$ cat src/design/stepper_readback_params.svh
// Constants shared by both ends of the stepper readback link
`ifndef STEPPER_READBACK_PARAMS_SVH
`define STEPPER_READBACK_PARAMS_SVH
// Frame identifiers and command codes
`define ID_PREPARE        6'h3C
`define ID_REPLY          6'h3D
`define CMD_READ_POSITION 7'h00
`define CMD_READ_COMPLETE 7'h01
`define FILL_BYTE         8'hFF
// Flag vector bit positions
`define FLAG_HOT_WARN     0
`define FLAG_HOT_STOP     1
`define FLAG_UV           2
`define FLAG_ELDEF        3
`define FLAG_LOST_STEPS   4
`define FLAG_CPFAIL       5
`define FLAG_OVCX         6
`define FLAG_OVCY         7
`define FLAG_SUPPLY       8
`define FLAGS_RESET       9'h110
`define FLAGS_ALL         9'h1FF
`define FLAGS_NO_THERMAL  9'h1FC
// Controller register byte offsets
`define REG_CTRL          8'h00
`define REG_STATUS        8'h04
`define REG_POSITION      8'h08
`define REG_RX0           8'h0C
`define REG_RX1           8'h10
`define REG_RX2           8'h14
`define REG_RX3           8'h18
`define REG_IRQ_STATUS    8'h1C
`define REG_IRQ_CLEAR     8'h20
`define REG_IRQ_ENABLE    8'h24
// Control register fields
`define CTRL_GO           0
`define CTRL_LSB          1
`define CTRL_MSB          18
`endif

$ cat src/design/stepper_readback_pkg.sv
// Types shared by both ends of the stepper readback link
package stepper_readback_pkg;
    typedef enum logic [2:0] {
        RSP_IDLE = 3'b001,
        RSP_PREP = 3'b010,
        RSP_SEND = 3'b100
    } resp_state_type;
    typedef enum logic [3:0] {
        PEND_NONE  = 4'b0001,
        PEND_POS   = 4'b0010,
        PEND_FULL1 = 4'b0100,
        PEND_FULL2 = 4'b1000
    } pend_type;
    typedef enum logic [3:0] {
        CMD_IDLE = 4'b0001,
        CMD_HDR  = 4'b0010,
        CMD_TX   = 4'b0100,
        CMD_RX   = 4'b1000
    } cmd_state_type;
    typedef enum logic [1:0] {
        OP_POS_DIRECT   = 2'h0,
        OP_POS_INDIRECT = 2'h1,
        OP_FULL         = 2'h2,
        OP_FULL_FIRST   = 2'h3
    } op_type;
endpackage : stepper_readback_pkg

$ cat src/design/lin_frame_if.sv
// Frame-level link between the bus commander and the motor node
`timescale 1ns/10ps
`default_nettype none
interface lin_frame_if;
    logic       hdr;
    logic [5:0] hdr_id;
    logic       m_valid;
    logic [7:0] m_data;
    logic       s_req;
    logic       s_valid;
    logic [7:0] s_data;
    modport commander (output hdr, hdr_id, m_valid, m_data, s_req, input s_valid, s_data);
    modport responder (input hdr, hdr_id, m_valid, m_data, s_req, output s_valid, s_data);
endinterface : lin_frame_if
`default_nettype wire

$ cat src/design/stepper_readback_commander.sv
// Bus commander end: AHB-Lite register front end driving readback frames
`timescale 1ns/10ps
`default_nettype none
`include "stepper_readback_params.svh"
module stepper_readback_commander
    import stepper_readback_pkg::*;
(
    input  wire logic        CLK_SYS,
    input  wire logic        RST,
    input  wire logic        HSEL,
    input  wire logic [31:0] HADDR,
    input  wire logic [1:0]  HTRANS,
    input  wire logic        HWRITE,
    input  wire logic [2:0]  HSIZE,
    input  wire logic [31:0] HWDATA,
    input  wire logic        HREADY,
    output logic             HREADYOUT,
    output logic             HRESP,
    output logic      [31:0] HRDATA,
    output logic             IRQ,
    lin_frame_if.commander   LINK
);

    cmd_state_type state;
    logic [17:0]   ctrl;
    logic          start;
    logic          wr_pend;
    logic [7:0]    wr_addr;
    logic          irq_status;
    logic          irq_enable;
    logic          done_evt;
    logic [5:0]    frame_id;
    logic          to_tx;
    logic          second;
    logic          waiting;
    logic [3:0]    cnt;
    logic [3:0]    rx_len;
    logic [3:0]    rx_base;
    logic [63:0]   tx_frame;
    logic [7:0]    rx [0:15];
    logic          rd_req;
    logic [15:0]   pos_raw;
    logic [15:0]   pos_masked;
    logic [31:0]   rd_word;
    op_type        op;

    assign HREADYOUT = 1'b1;
    assign HRESP     = 1'b0;
    assign IRQ       = irq_status & irq_enable;
    assign op        = op_type'(ctrl[1:0]);
    assign rd_req    = HSEL && HREADY && HTRANS[1] && !HWRITE;

    // Reported position with meaningless low bits forced to zero
    assign pos_raw    = (op == OP_FULL) ? {rx[9], rx[10]} : {rx[1], rx[2]};
    assign pos_masked = pos_raw & (16'hFFFF << (2'h3 - ctrl[17:16]));

    // AHB address phase capture
    always_ff @(posedge CLK_SYS) begin
        if (RST) begin
            wr_pend <= 1'b0;
            wr_addr <= 8'h00;
        end else begin
            wr_pend <= HSEL && HREADY && HTRANS[1] && HWRITE;
            wr_addr <= HADDR[7:0];
        end
    end

    // Read data mux, registered in the address phase
    always_comb begin
        if (HADDR[7:0] == `REG_CTRL) begin
            rd_word = {13'h0000, ctrl, 1'b0};
        end else if (HADDR[7:0] == `REG_STATUS) begin
            rd_word = {31'h00000000, (state != CMD_IDLE) || start};
        end else if (HADDR[7:0] == `REG_POSITION) begin
            rd_word = {16'h0000, pos_masked};
        end else if (HADDR[7:0] == `REG_RX0) begin
            rd_word = {rx[0], rx[1], rx[2], rx[3]};
        end else if (HADDR[7:0] == `REG_RX1) begin
            rd_word = {rx[4], rx[5], rx[6], rx[7]};
        end else if (HADDR[7:0] == `REG_RX2) begin
            rd_word = {rx[8], rx[9], rx[10], rx[11]};
        end else if (HADDR[7:0] == `REG_RX3) begin
            rd_word = {rx[12], rx[13], rx[14], rx[15]};
        end else if (HADDR[7:0] == `REG_IRQ_STATUS) begin
            rd_word = {31'h00000000, irq_status};
        end else if (HADDR[7:0] == `REG_IRQ_ENABLE) begin
            rd_word = {31'h00000000, irq_enable};
        end else begin
            rd_word = 32'h00000000;
        end
    end

    always_ff @(posedge CLK_SYS) begin
        if (RST) begin
            HRDATA <= 32'h00000000;
        end else if (rd_req) begin
            HRDATA <= rd_word;
        end
    end

    // Register writes; a start while busy is ignored
    always_ff @(posedge CLK_SYS) begin
        if (RST) begin
            ctrl       <= 18'h00000;
            start      <= 1'b0;
            irq_enable <= 1'b0;
        end else begin
            start <= 1'b0;
            if (wr_pend && wr_addr == `REG_CTRL && state == CMD_IDLE && !start) begin
                ctrl  <= HWDATA[`CTRL_MSB:`CTRL_LSB];
                start <= HWDATA[`CTRL_GO];
            end else if (wr_pend && wr_addr == `REG_IRQ_ENABLE) begin
                irq_enable <= HWDATA[0];
            end
        end
    end

    // Sticky completion event, write-one clear, set wins
    always_ff @(posedge CLK_SYS) begin
        if (RST) begin
            irq_status <= 1'b0;
        end else if (done_evt) begin
            irq_status <= 1'b1;
        end else if (wr_pend && wr_addr == `REG_IRQ_CLEAR && HWDATA[0]) begin
            irq_status <= 1'b0;
        end
    end

    // Frame sequencer
    always_ff @(posedge CLK_SYS) begin
        if (RST) begin
            state        <= CMD_IDLE;
            frame_id     <= 6'h00;
            to_tx        <= 1'b0;
            second       <= 1'b0;
            waiting      <= 1'b0;
            cnt          <= 4'h0;
            rx_len       <= 4'h0;
            rx_base      <= 4'h0;
            tx_frame     <= 64'h0000000000000000;
            done_evt     <= 1'b0;
            LINK.hdr     <= 1'b0;
            LINK.hdr_id  <= 6'h00;
            LINK.m_valid <= 1'b0;
            LINK.m_data  <= 8'h00;
            LINK.s_req   <= 1'b0;
        end else begin
            LINK.hdr     <= 1'b0;
            LINK.m_valid <= 1'b0;
            LINK.s_req   <= 1'b0;
            done_evt     <= 1'b0;
            case (state)
                CMD_IDLE: begin
                    if (start) begin
                        rx_base <= 4'h0;
                        second  <= (op == OP_FULL);
                        state   <= CMD_HDR;
                        if (op == OP_POS_DIRECT) begin
                            frame_id <= ctrl[15:10];
                            to_tx    <= 1'b0;
                            rx_len   <= 4'h4;
                        end else begin
                            frame_id <= `ID_PREPARE;
                            to_tx    <= 1'b1;
                            rx_len   <= 4'h8;
                            tx_frame <= {1'b1, (op == OP_POS_INDIRECT) ? `CMD_READ_POSITION
                                                                       : `CMD_READ_COMPLETE,
                                         ctrl[2], ctrl[9:3], {6{`FILL_BYTE}}};
                        end
                    end
                end
                CMD_HDR: begin
                    LINK.hdr    <= 1'b1;
                    LINK.hdr_id <= frame_id;
                    cnt         <= 4'h0;
                    waiting     <= 1'b0;
                    state       <= to_tx ? CMD_TX : CMD_RX;
                end
                CMD_TX: begin
                    LINK.m_valid <= 1'b1;
                    LINK.m_data  <= tx_frame[63:56];
                    tx_frame     <= {tx_frame[55:0], `FILL_BYTE};
                    cnt          <= cnt + 4'h1;
                    if (cnt == 4'h7) begin
                        frame_id <= `ID_REPLY;
                        to_tx    <= 1'b0;
                        state    <= CMD_HDR;
                    end
                end
                CMD_RX: begin
                    if (!waiting) begin
                        LINK.s_req <= 1'b1;
                        waiting    <= 1'b1;
                    end else if (LINK.s_valid) begin
                        rx[rx_base + cnt] <= LINK.s_data;
                        waiting           <= 1'b0;
                        cnt               <= cnt + 4'h1;
                        if (cnt == rx_len - 4'h1) begin
                            if (second) begin
                                second   <= 1'b0;
                                rx_base  <= 4'h8;
                                frame_id <= `ID_REPLY;
                                state    <= CMD_HDR;
                            end else begin
                                done_evt <= 1'b1;
                                state    <= CMD_IDLE;
                            end
                        end
                    end
                end
                default: begin
                    state <= CMD_IDLE;
                end
            endcase
        end
    end

endmodule : stepper_readback_commander
`default_nettype wire

$ cat src/flat_wrapper.sv
// flat-port wrapper written by rule: the top's interface ports become plain ports
module stepper_readback_commander_flat import stepper_readback_pkg::*;
  (CLK_SYS, RST, HSEL, HADDR, HTRANS, HWRITE, HSIZE, HWDATA, HREADY, HREADYOUT, HRESP, HRDATA, IRQ, LINK_hdr, LINK_hdr_id, LINK_m_valid, LINK_m_data, LINK_s_req, LINK_s_valid, LINK_s_data);
  lin_frame_if LINK_i ();
  input  wire logic CLK_SYS;
  input  wire logic RST;
  input  wire logic HSEL;
  input  wire logic [31:0] HADDR;
  input  wire logic [1:0] HTRANS;
  input  wire logic HWRITE;
  input  wire logic [2:0] HSIZE;
  input  wire logic [31:0] HWDATA;
  input  wire logic HREADY;
  output logic HREADYOUT;
  output logic HRESP;
  output logic      [31:0] HRDATA;
  output logic IRQ;
  output wire logic [$bits(LINK_i.hdr)-1:0] LINK_hdr;
  output wire logic [$bits(LINK_i.hdr_id)-1:0] LINK_hdr_id;
  output wire logic [$bits(LINK_i.m_valid)-1:0] LINK_m_valid;
  output wire logic [$bits(LINK_i.m_data)-1:0] LINK_m_data;
  output wire logic [$bits(LINK_i.s_req)-1:0] LINK_s_req;
  input wire logic [$bits(LINK_i.s_valid)-1:0] LINK_s_valid;
  input wire logic [$bits(LINK_i.s_data)-1:0] LINK_s_data;
  assign LINK_hdr = LINK_i.hdr;
  assign LINK_hdr_id = LINK_i.hdr_id;
  assign LINK_m_valid = LINK_i.m_valid;
  assign LINK_m_data = LINK_i.m_data;
  assign LINK_s_req = LINK_i.s_req;
  assign LINK_i.s_valid = LINK_s_valid;
  assign LINK_i.s_data = LINK_s_data;
  stepper_readback_commander u_core (.CLK_SYS(CLK_SYS), .RST(RST), .HSEL(HSEL), .HADDR(HADDR), .HTRANS(HTRANS), .HWRITE(HWRITE), .HSIZE(HSIZE), .HWDATA(HWDATA), .HREADY(HREADY), .HREADYOUT(HREADYOUT), .HRESP(HRESP), .HRDATA(HRDATA), .IRQ(IRQ), .LINK(LINK_i));
endmodule
$ cat config.mk
export PLATFORM = sky130hd
export DESIGN_NAME = stepper_readback_commander_flat
export DESIGN_NICKNAME = d
export VERILOG_FILES = /design/src/design/stepper_readback_pkg.sv /design/src/design/lin_frame_if.sv /design/src/design/stepper_readback_commander.sv /design/src/flat_wrapper.sv
export VERILOG_INCLUDE_DIRS = /design/src /design/src/design
export SDC_FILE = /design/constraint.sdc
export NUM_CORES = 1
export LEC_CHECK = 0
export BUFFER_PORTS_ARGS = -buffer_cell sky130_fd_sc_hd__buf_2
export CORE_ASPECT_RATIO = 0.9
export CORE_UTILIZATION = 45
export DETAILED_ROUTE_END_ITERATION = 6
export SLEW_MARGIN = 40
export SYNTH_ARGS = -nofsm -noshare
export SYNTH_HDL_FRONTEND = slang
export SYNTH_SLANG_ARGS = --single-unit
$ cat constraint.sdc
create_clock -name CLK_SYS -period 4.3 [get_ports CLK_SYS]
set_clock_uncertainty 0.05 [all_clocks]
set_input_delay 0.645 -clock CLK_SYS [delete_from_list [all_inputs] [get_ports CLK_SYS]]
set_output_delay 0.645 -clock CLK_SYS [all_outputs]
set_load 0.01 [all_outputs]
==> results of run 1 <==
## cell usage in the layout, fill, tap and decap left out, types with 5 or more instances in the layout
cell / instances
nor2b_1: 10
a311oi_1: 8
or3_1: 6
o221a_2: 14
o211a_1: 6
dfxtp_1: 122
nand2_1: 130
nor2_2: 6
a21o_1: 7
buf_4: 19
buf_2: 90
and3_1: 13
a211o_1: 9
a22oi_1: 16
o211ai_1: 5
nor3_1: 20
a211oi_1: 5
nand3_1: 17
o21ai_0: 36
edfxtp_1: 128
nand3b_1: 6
a2bb2oi_1: 5
o32ai_1: 8
inv_1: 6
a221oi_1: 14
clkbuf_16: 27
a211oi_2: 6
a21oi_1: 83
mux2i_1: 27
nor2_1: 62
## final timing paths
kind / depth (start not counted) / end / start
setup reg to reg: 5 / u_core.ctrl[2] / u_core.state[0]
hold reg to reg: 2 / u_core.irq_status / u_core.done_evt
hold / removal: 3 / u_core.ctrl[16] / HWDATA[17]
setup / recovery: 5 / u_core.ctrl[2] / u_core.state[0]
## critical path, cell delays in order, from the launching register on
cell	delay, ps
dfxtp_1	500
nor4b_1	700
nor2b_1	580
nand3_1	670
nand2_1	230
a21oi_1	90
## layer usage
metal  global-route usage, %  part of all wire, %  vias to the layer above
li1                        -                    -                     3494
met4                    5.41                  1.9                        2
met1                    34.1                   47                     3537
met2                    35.6                   44                      228
met5                       0                0.045                        -
met3                    3.45                  6.4                       38
## logic make-up after synthesis
family                   count (synthesis)  share of synthesized area [%]
multiplexers                            31                           3.10
buffers and inverters                   71                           3.28
other                                    2                         0.0738
AND/OR/NAND/NOR                        302                           14.4
flip-flops                             250                           61.7
AO/OA/AOI/OAI                          239                           16.4
XOR/XNOR                                 6                          0.516
adder cells (fa/ha/maj)                  4                          0.492
## state kept, by name, summed over array words and instances (netlist names)
signal               cells
u_core.to_tx             1
u_core.start             1
u_core.LINK.s_req        1
u_core.state             4
u_core.frame_id          6
u_core.cnt               4
u_core.wr_pend           1
u_core.HRDATA           32
u_core.LINK.hdr_id       6
u_core.wr_addr           8
u_core.irq_status        1
u_core.waiting           1
u_core.tx_frame         22
u_core.rx_len            2
u_core.ctrl             18
u_core.done_evt          1
u_core.irq_enable        1
u_core.LINK.m_valid      1
u_core.LINK.hdr          1
u_core.second            1
u_core.rx              128
u_core.LINK.m_data       8
u_core.rx_base           1
## stage by stage
step	setup slack [ps]	utilization [%]	total power, µW	instances	cell area, µm²
2_1_floorplan	1960	-	2660	905	10200
3_3_place_gp	1260	49.5	2740	1240	10800
3_5_place_dp	1240	49.5	2740	1240	10800
4_1_cts	1360	53.4	4930	1288	11700
5_1_grt	1040	53.4	5050	1288	11700
6_report	1340	53.4	4910	1288	11700
## cell type report
type | count | area, µm² | share of cell area (%)
Multi-Input combinational cell | 584 | 3580 | 30.6
Tap cell | 291 | 364 | 3.11
Clock inverter | 14 | 130 | 1.11
Clock buffer | 34 | 716 | 6.12
Timing Repair Buffer | 109 | 593 | 5.07
Sequential cell | 250 | 6290 | 53.7
Inverter | 6 | 22.5 | 0.193
## power groups by stage
stage	clock network [µW]	registers [µW]	logic, µW
after global routing	2350	2510	188
after detailed placement	0	2570	171
after global placement	0	2570	170
final	2220	2510	172
after floorplan	0	2570	98.3
after CTS	2240	2510	171
==> run metrics, run 1 <==
status completed; Req. time, crit path approximately 4600 ps; Slew Limit Fails 0; clock network power share 45.3%; Port Buf Inserts 91; commonest cells in the netlist nand2_1 (130), edfxtp_1 (128), dfxtp_1 (122), a21oi_1 (83), nor2_1 (67); worst skew pair latency 530 ps; prevailing post-synth register cell edfxtp_1; Seq/Total Area, Yosys 61.7%; Mean Syn Cell Area 11.3 µm²; Vias about 7300; CTS Hold Buffers Added 0; leakage 0.00411 µW; drt pass-1 iters 5; Async S/R FF share, synth 0%; sequential power share 51.2%; Final Hold Viols 0; std cell rows 51; Hold Crit Class in -> reg; # Post-CTS Setup Buffers 0; CP Data Arrival Time 3300 ps; Num CTS Buffers 26; Critical Path Sink Type register; YS warnings 0; Post-synth EDFFs 128; clk sink count 250; antenna violations before repair 1; TritonCTS clock tree yes; die width 161 µm; worst-path maximum fanout 18; RSZ-0062 raised after global routing no; Core Box Area 0.0219 mm²; min Tclk post-route 2960 ps; die extent in y 145 µm; crit path launch type register; post-route ant nets 0; number of synthesized register bits 250; share of cells above drive strength 1 roughly a fifth; Clock Root Buffer clkbuf_16; DIE AREA roughly 0.023 mm²; Overflow after GRT 0; top cells by area, synth edfxtp_1 (38%), dfxtp_1 (24%), nand2_1 (4.8%), a21oi_1 (4.1%), mux2i_1 (2.7%); io pins between 100 and 150; Layout Nets 1064; vias in the first global route approximately 6800; largest net degree at the start of global routing 57; H-tree depth 1; global router's overall resource usage 23.1%; Initial Utilization a little under half; Fin Hold WS 307 ps; drt wl/cell approximately 21 µm; post-synth top area share 37.7%; Syn Nets 992; Initial DRC Count 597; area delta synth->final 14.9%; Syn Std Cell Area 0.0102 mm²; R2R Setup Slk 1340 ps; Yosys cell types between 60 and 70; drt via density roughly 5.7; clk slew on worst S/H paths approximately 60 ps; cell taking the most area after synthesis edfxtp_1; max-slew headroom at the worst pin roughly 46%; PostCTS Resize Cnt 0; NetSw ~1000 µW; n_diodes 0; top-count cell post-synth nand2_1; Final GP Congestion approximately 0.83; Max Cap Viol 0; maximum VDD drop 0.000259 V; Comb power frac about 3.5%; Worst Setup Path Type reg -> reg; CTS max path bufs 3; PD cells 419 mW/mm²; Final setup viols 0; Layout fillers 1981; DP Wirelength 18000 µm; drt drc 0; global-route wire length before repair 40400 µm; fmax 338 MHz; Slew @ Worst Pin between 700 and 800 ps; switch share 21.4%; cells after synthesis 905; Tcrit/Tclk final 68.8%; DRT Wirelength about 26000 µm; internal power 3860 µW; Setup TNS Final 0 ps
No activity file was read; power rests on OpenSTA's default activity.
==> run 2: changes to the inputs <==
==> constraint.sdc (replaced) <==
create_clock -name CLK_SYS -period 3 [get_ports CLK_SYS]
set_clock_uncertainty 0.05 [all_clocks]
set_input_delay 0.45 -clock CLK_SYS [delete_from_list [all_inputs] [get_ports CLK_SYS]]
set_output_delay 0.45 -clock CLK_SYS [all_outputs]
set_load 0.01 [all_outputs]
==> run 2 against run 1 <==
Clock power is 43% higher. Register-to-register slack got worse by 780 ps. Count of clock-buffer cells in the layout increased by 10. Hold slack got worse by 190 ps. Global-route usage up 0.43 points. Sequential power is 43% higher. Non-clock buffer count grew 28. Combinational power up 47%. Total power rose by 43%. Sequential cell count is the same. Critical path type unchanged.
==> run metrics, run 2 (synthesis results as in run 1) <==
DRT Wirelength between 20000 and 30000 µm; Slew Limit Fails 0; max-slew headroom at the worst pin approximately 58%; met1 usage 34.7%; largest registers u_core.rx (128), u_core.HRDATA (32), u_core.tx_frame (22); clk sink count 250; Layout Nets 1092; post-route ant nets 0; Critical Path Sink Type register; Clock Root Buffer clkbuf_16; Final Hold Viols 0; std cell rows 51; drt drc 0; PD cells 591 mW/mm²; fmax 410 MHz; max reg flops between 100 and 150; Core Box Area 0.0219 mm²; slowest stage cell, crit path dfxtp_1; crit path launch type register; PostCTS Resize Cnt 0; # Post-CTS Setup Buffers 0; die width 161 µm; cell chain of the critical path nor4b_2 -> nand3_1 -> nor2_1 -> nand2_1 -> nor2_1 -> buf_4; Final setup viols 0; area delta synth->final 16.8%; Max Cap Viol 0; fin util a little over half; Tcrit/Tclk final 81.3%; dpl cell area roughly 0.011 mm²; M3 GR Usage 3.48%; maximum VDD drop 0.000424 V; worst skew pair latency 530 ps; Final GP Congestion 0.868; drt via density 5.64; clk slew on worst S/H paths 60 ps; global-route wire length before repair 41200 µm; CP Data Arrival Time about 2600 ps; Num CTS Buffers 26; Hold Crit Class in -> reg; Initial DRC Count roughly 760; leakage 0.00426 µW; commonest non-fill, non-tap cell in the layout nand2_1; die extent in y between 100 and 150 µm; DP Wirelength 18600 µm; family with the most delay on the worst path simple AND/OR/NAND/NOR gates; worst path bufs/invs 1; Vias between 7000 and 8000; Slew @ Worst Pin 626 ps; drt wl/cell between 20 and 25 µm; Overflow after GRT 0; RSZ-0062 raised after global routing no; min Tclk post-route 2440 ps; Setup TNS Final 0 ps; largest net degree at the start of global routing 56; DIE AREA 0.0232 mm²; worst-path maximum fanout 10; TritonCTS clock tree yes; CP max stage delay about 500 ps; Inst Count DP 1268; Port Buf Inserts 91; Req. time, crit path 3190 ps; most frequent cells in the layout nand2_1 (130), edfxtp_1 (128), dfxtp_1 (122), buf_2 (90), a21oi_1 (83); share of cells above drive strength 1 between 20% and 30%; met2 GRT Util 36.3%; Finished Cell Area 0.0119 mm²; CTS max path bufs 3; Post-Layout Cell Count 1317; critical path's most frequent cell nor2_1; Worst Setup Path Type reg -> reg; drt pass-1 iters 5; status completed; Initial Utilization 46.5%; io pins between 100 and 150; Largest Register u_core.rx; CTS Hold Buffers Added 0; H-tree depth 1; vias in the first global route ~7000; antenna violations before repair 3; global router's overall resource usage roughly a quarter; grt peak-use layer met2
[run 2: cell count changes in the layout (fill, tap and decap cells not counted), moves of 2 or more]
cell,before,now
clkinv_2,4,2
clkinv_1,2,0
bufinv_16,2,0
clkbuf_1,3,6
nor2_2,6,2
buf_4,19,47
nor2_1,62,66
clkinvlp_2,2,0
clkbuf_8,1,8
[run 2: metrics by stage]
step | setup slack (ps) | hold slack, ps | power [µW]
floorplan | 686 | 363 | 3820
detailed placement | 381 | 379 | 3930
finish | 560 | 114 | 7020
global placement | 404 | 374 | 3930
CTS | 601 | 103 | 7070
global route | 284 | 100 | 7230
[run 2: where the power goes]
part | switching (µW) | internal [µW] | leakage, µW
clock | 1310 | 1860 | 0.000422
sequential | 5.87 | 3600 | 0.00213
combinational | 175 | 77.5 | 0.00170
[run 2: final timing paths]
path | startpoint | end | slack (ps) | depth (start not counted)
max | u_core.state[3] | u_core.rx[15][3] | 560 | 6
min reg2reg | u_core.HRDATA[31] | u_core.HRDATA[31] | 390 | 2
max reg2reg | u_core.state[3] | u_core.rx[15][3] | 560 | 6
min | HWDATA[4] | u_core.ctrl[3] | 110 | 3
[run 2: final cells by class]
cell class	count	area [µm²]
diodes	1	2.50
clock buffers	44	823
clock inverters	4	23.8
fillers	1960	9990
inverters	6	22.5
multi-input cells	584	3570
flip-flops and latches	250	6290
well taps	291	364
repair buffers	137	803
[run 2: layer usage]
metal | share of wire [%] | up-vias
li1 | - | 3549
met1 | 47 | 3602
met2 | 44 | 230
met3 | 6.0 | 46
met4 | 2.2 | 2
met5 | 0.040 | -
[run 2: tightest hold or removal path, cell delays in order]
cell and delay, ps:
buf_2 100, nand2_1 40, a21oi_1 50
==> run 3: changes to the inputs <==
==> constraint.sdc (replaced) <==
create_clock -name CLK_SYS -period 2.45 [get_ports CLK_SYS]
set_clock_uncertainty 0.05 [all_clocks]
set_input_delay 0.3675 -clock CLK_SYS [delete_from_list [all_inputs] [get_ports CLK_SYS]]
set_output_delay 0.3675 -clock CLK_SYS [all_outputs]
set_load 0.01 [all_outputs]
==> run 3 against run 2 <==
Sequential power grew 23%. Clock power grew 23%. Sequential share of layout area fell by 0.75 points. Via count rose by 1.3%. Register-to-register slack got worse by 270 ps. Sequential cell count unchanged. Routed wire length up 0.21%. Final area increased by 1.4%. Die area unchanged. Non-clock buffer count rose by 17. Maximum frequency grew 13%. Critical endpoint is now u_core.rx[0][5]. Highest routed layer unchanged.
==> run metrics, run 3 (synthesis results as in run 1) <==
Slew @ Worst Pin 678 ps; global-route wire length before repair about 42000 µm; H-tree depth 1; std cell rows 51; Req. time, crit path 2640 ps; Core Box Area 0.0219 mm²; max reg flops 128; worst-path maximum fanout 10; DRT Wirelength 27300 µm; crit path launch type register; largest net degree at the start of global routing 51; Final Hold Viols 0; leakage 0.00436 µW; Final setup viols 0; io pins 135; vias in the first global route 7045; largest registers u_core.rx (128), u_core.HRDATA (32), u_core.tx_frame (22); Hold Crit Class in -> reg; M3 GR Usage 3.42%; setup ws final 285 ps; max-slew headroom at the worst pin 54.7%; Initial Utilization 46.5%; Slew Limit Fails 0; Max Cap Viol 0; n_diodes 0; met2 GRT Util 36.2%; drt wl/cell 20.5 µm; RSZ-0062 raised after global routing no; CP Data Arrival Time 2350 ps; fmax 462 MHz; Overflow after GRT 0; worst skew pair latency 530 ps; DP Wirelength 19100 µm; share of cells above drive strength 1 23.2%; Tcrit/Tclk final 88.4%; Final GP Congestion 0.844; global router's overall resource usage 23.6%; Setup TNS Final 0 ps; clk slew on worst S/H paths 60 ps; die width between 150 and 200 µm; DIE AREA 0.0232 mm²; antenna violations before repair 1; commonest non-fill, non-tap cell in the layout nand2_1; drt via density roughly 5.6; met1 usage a little over a third; Largest Register u_core.rx; Layout Nets 1109; die extent in y 145 µm; Placement Setup Slack 161 ps; Clock Root Buffer clkbuf_16; TritonCTS clock tree yes; Port Buf Inserts 91; drt drc 0; most frequent cells in the layout nand2_1 (130), edfxtp_1 (128), dfxtp_1 (122), buf_2 (90), a21oi_1 (83); PD cells 715 mW/mm²; post-route ant nets 0; CTS max path bufs 3; maximum VDD drop 0.000498 V; status completed; Vias 7525; drt pass-1 iters 5; clk sink count 250; grt peak-use layer met2; Critical Path Sink Type register; Worst Setup Path Type reg -> reg; area delta synth->final 18.5%; Initial DRC Count 680; min Tclk post-route 2160 ps; Num CTS Buffers 26
==> run 3: cell count changes in the layout (fill, tap and decap cells not counted), sizes merged <==
cell      delta
buf         +17
bufinv       +2
clkinv       +9
clkbuf       -9
inv          -1
clkinvlp     -1
diode        -1
==> run 3: worst paths after layout <==
check	slack, ps	cells after the start	end	start
min reg2reg	380	2	u_core.irq_status	u_core.done_evt
min	30	3	u_core.ctrl[3]	HWDATA[4]
max	290	6	u_core.rx[0][5]	u_core.state[3]
max reg2reg	290	6	u_core.rx[0][5]	u_core.state[3]
==> run 3: power breakdown <==
group / internal [µW] / switching, µW / total, µW
Clock: 2290 / 1600 / 3890
Combinational: 101 / 220 / 320
Sequential: 4400 / 8.12 / 4410
==> run 3: layout make-up <==
| cell class | instances | area (µm²) |
|---|---|---|
| clock buffers | 35 | 726 |
| clock inverters | 13 | 124 |
| fillers | 1896 | 9820 |
| inverters | 6 | 22.5 |
| multi-input cells | 584 | 3570 |
| flip-flops and latches | 250 | 6290 |
| well taps | 291 | 364 |
| repair buffers | 154 | 968 |
==> run 3: per-layer routing <==
| layer | part of all wire (%) | routed length, µm |
|---|---|---|
| met1 | 49 | 13400 |
| met2 | 43 | 11900 |
| met3 | 6.4 | 1740 |
| met4 | 1.3 | 354 |
| met5 | 0.037 | 10 |
==> run 3: timing repair <==
item                       in CTS  in global routing
setup endpoints to repair       0                  3
setup buffers                   0                  0
hold buffers                    0                  0
resized for setup               0                  1
==> run 3: worst max-delay path: stages (launching register included) <==
cell,delay [ps]
dfxtp_1,490
nor4b_2,290
nand3_1,220
nor2_2,200
nand2_1,170
nor3_1,210
buf_4,240
==> run 3: through the flow <==
step	area [µm²]	total power [µW]	hold slack, ps	util (%)	instances
finish	12100	8630	25.1	55.1	1333
global route	12100	8880	27.1	55.1	1333
CTS	12100	8700	2.65	55.1	1333
detailed placement	11200	4820	381	51.2	1285
global placement	11200	4820	374	51.2	1285
floorplan	10200	4680	363	-	905
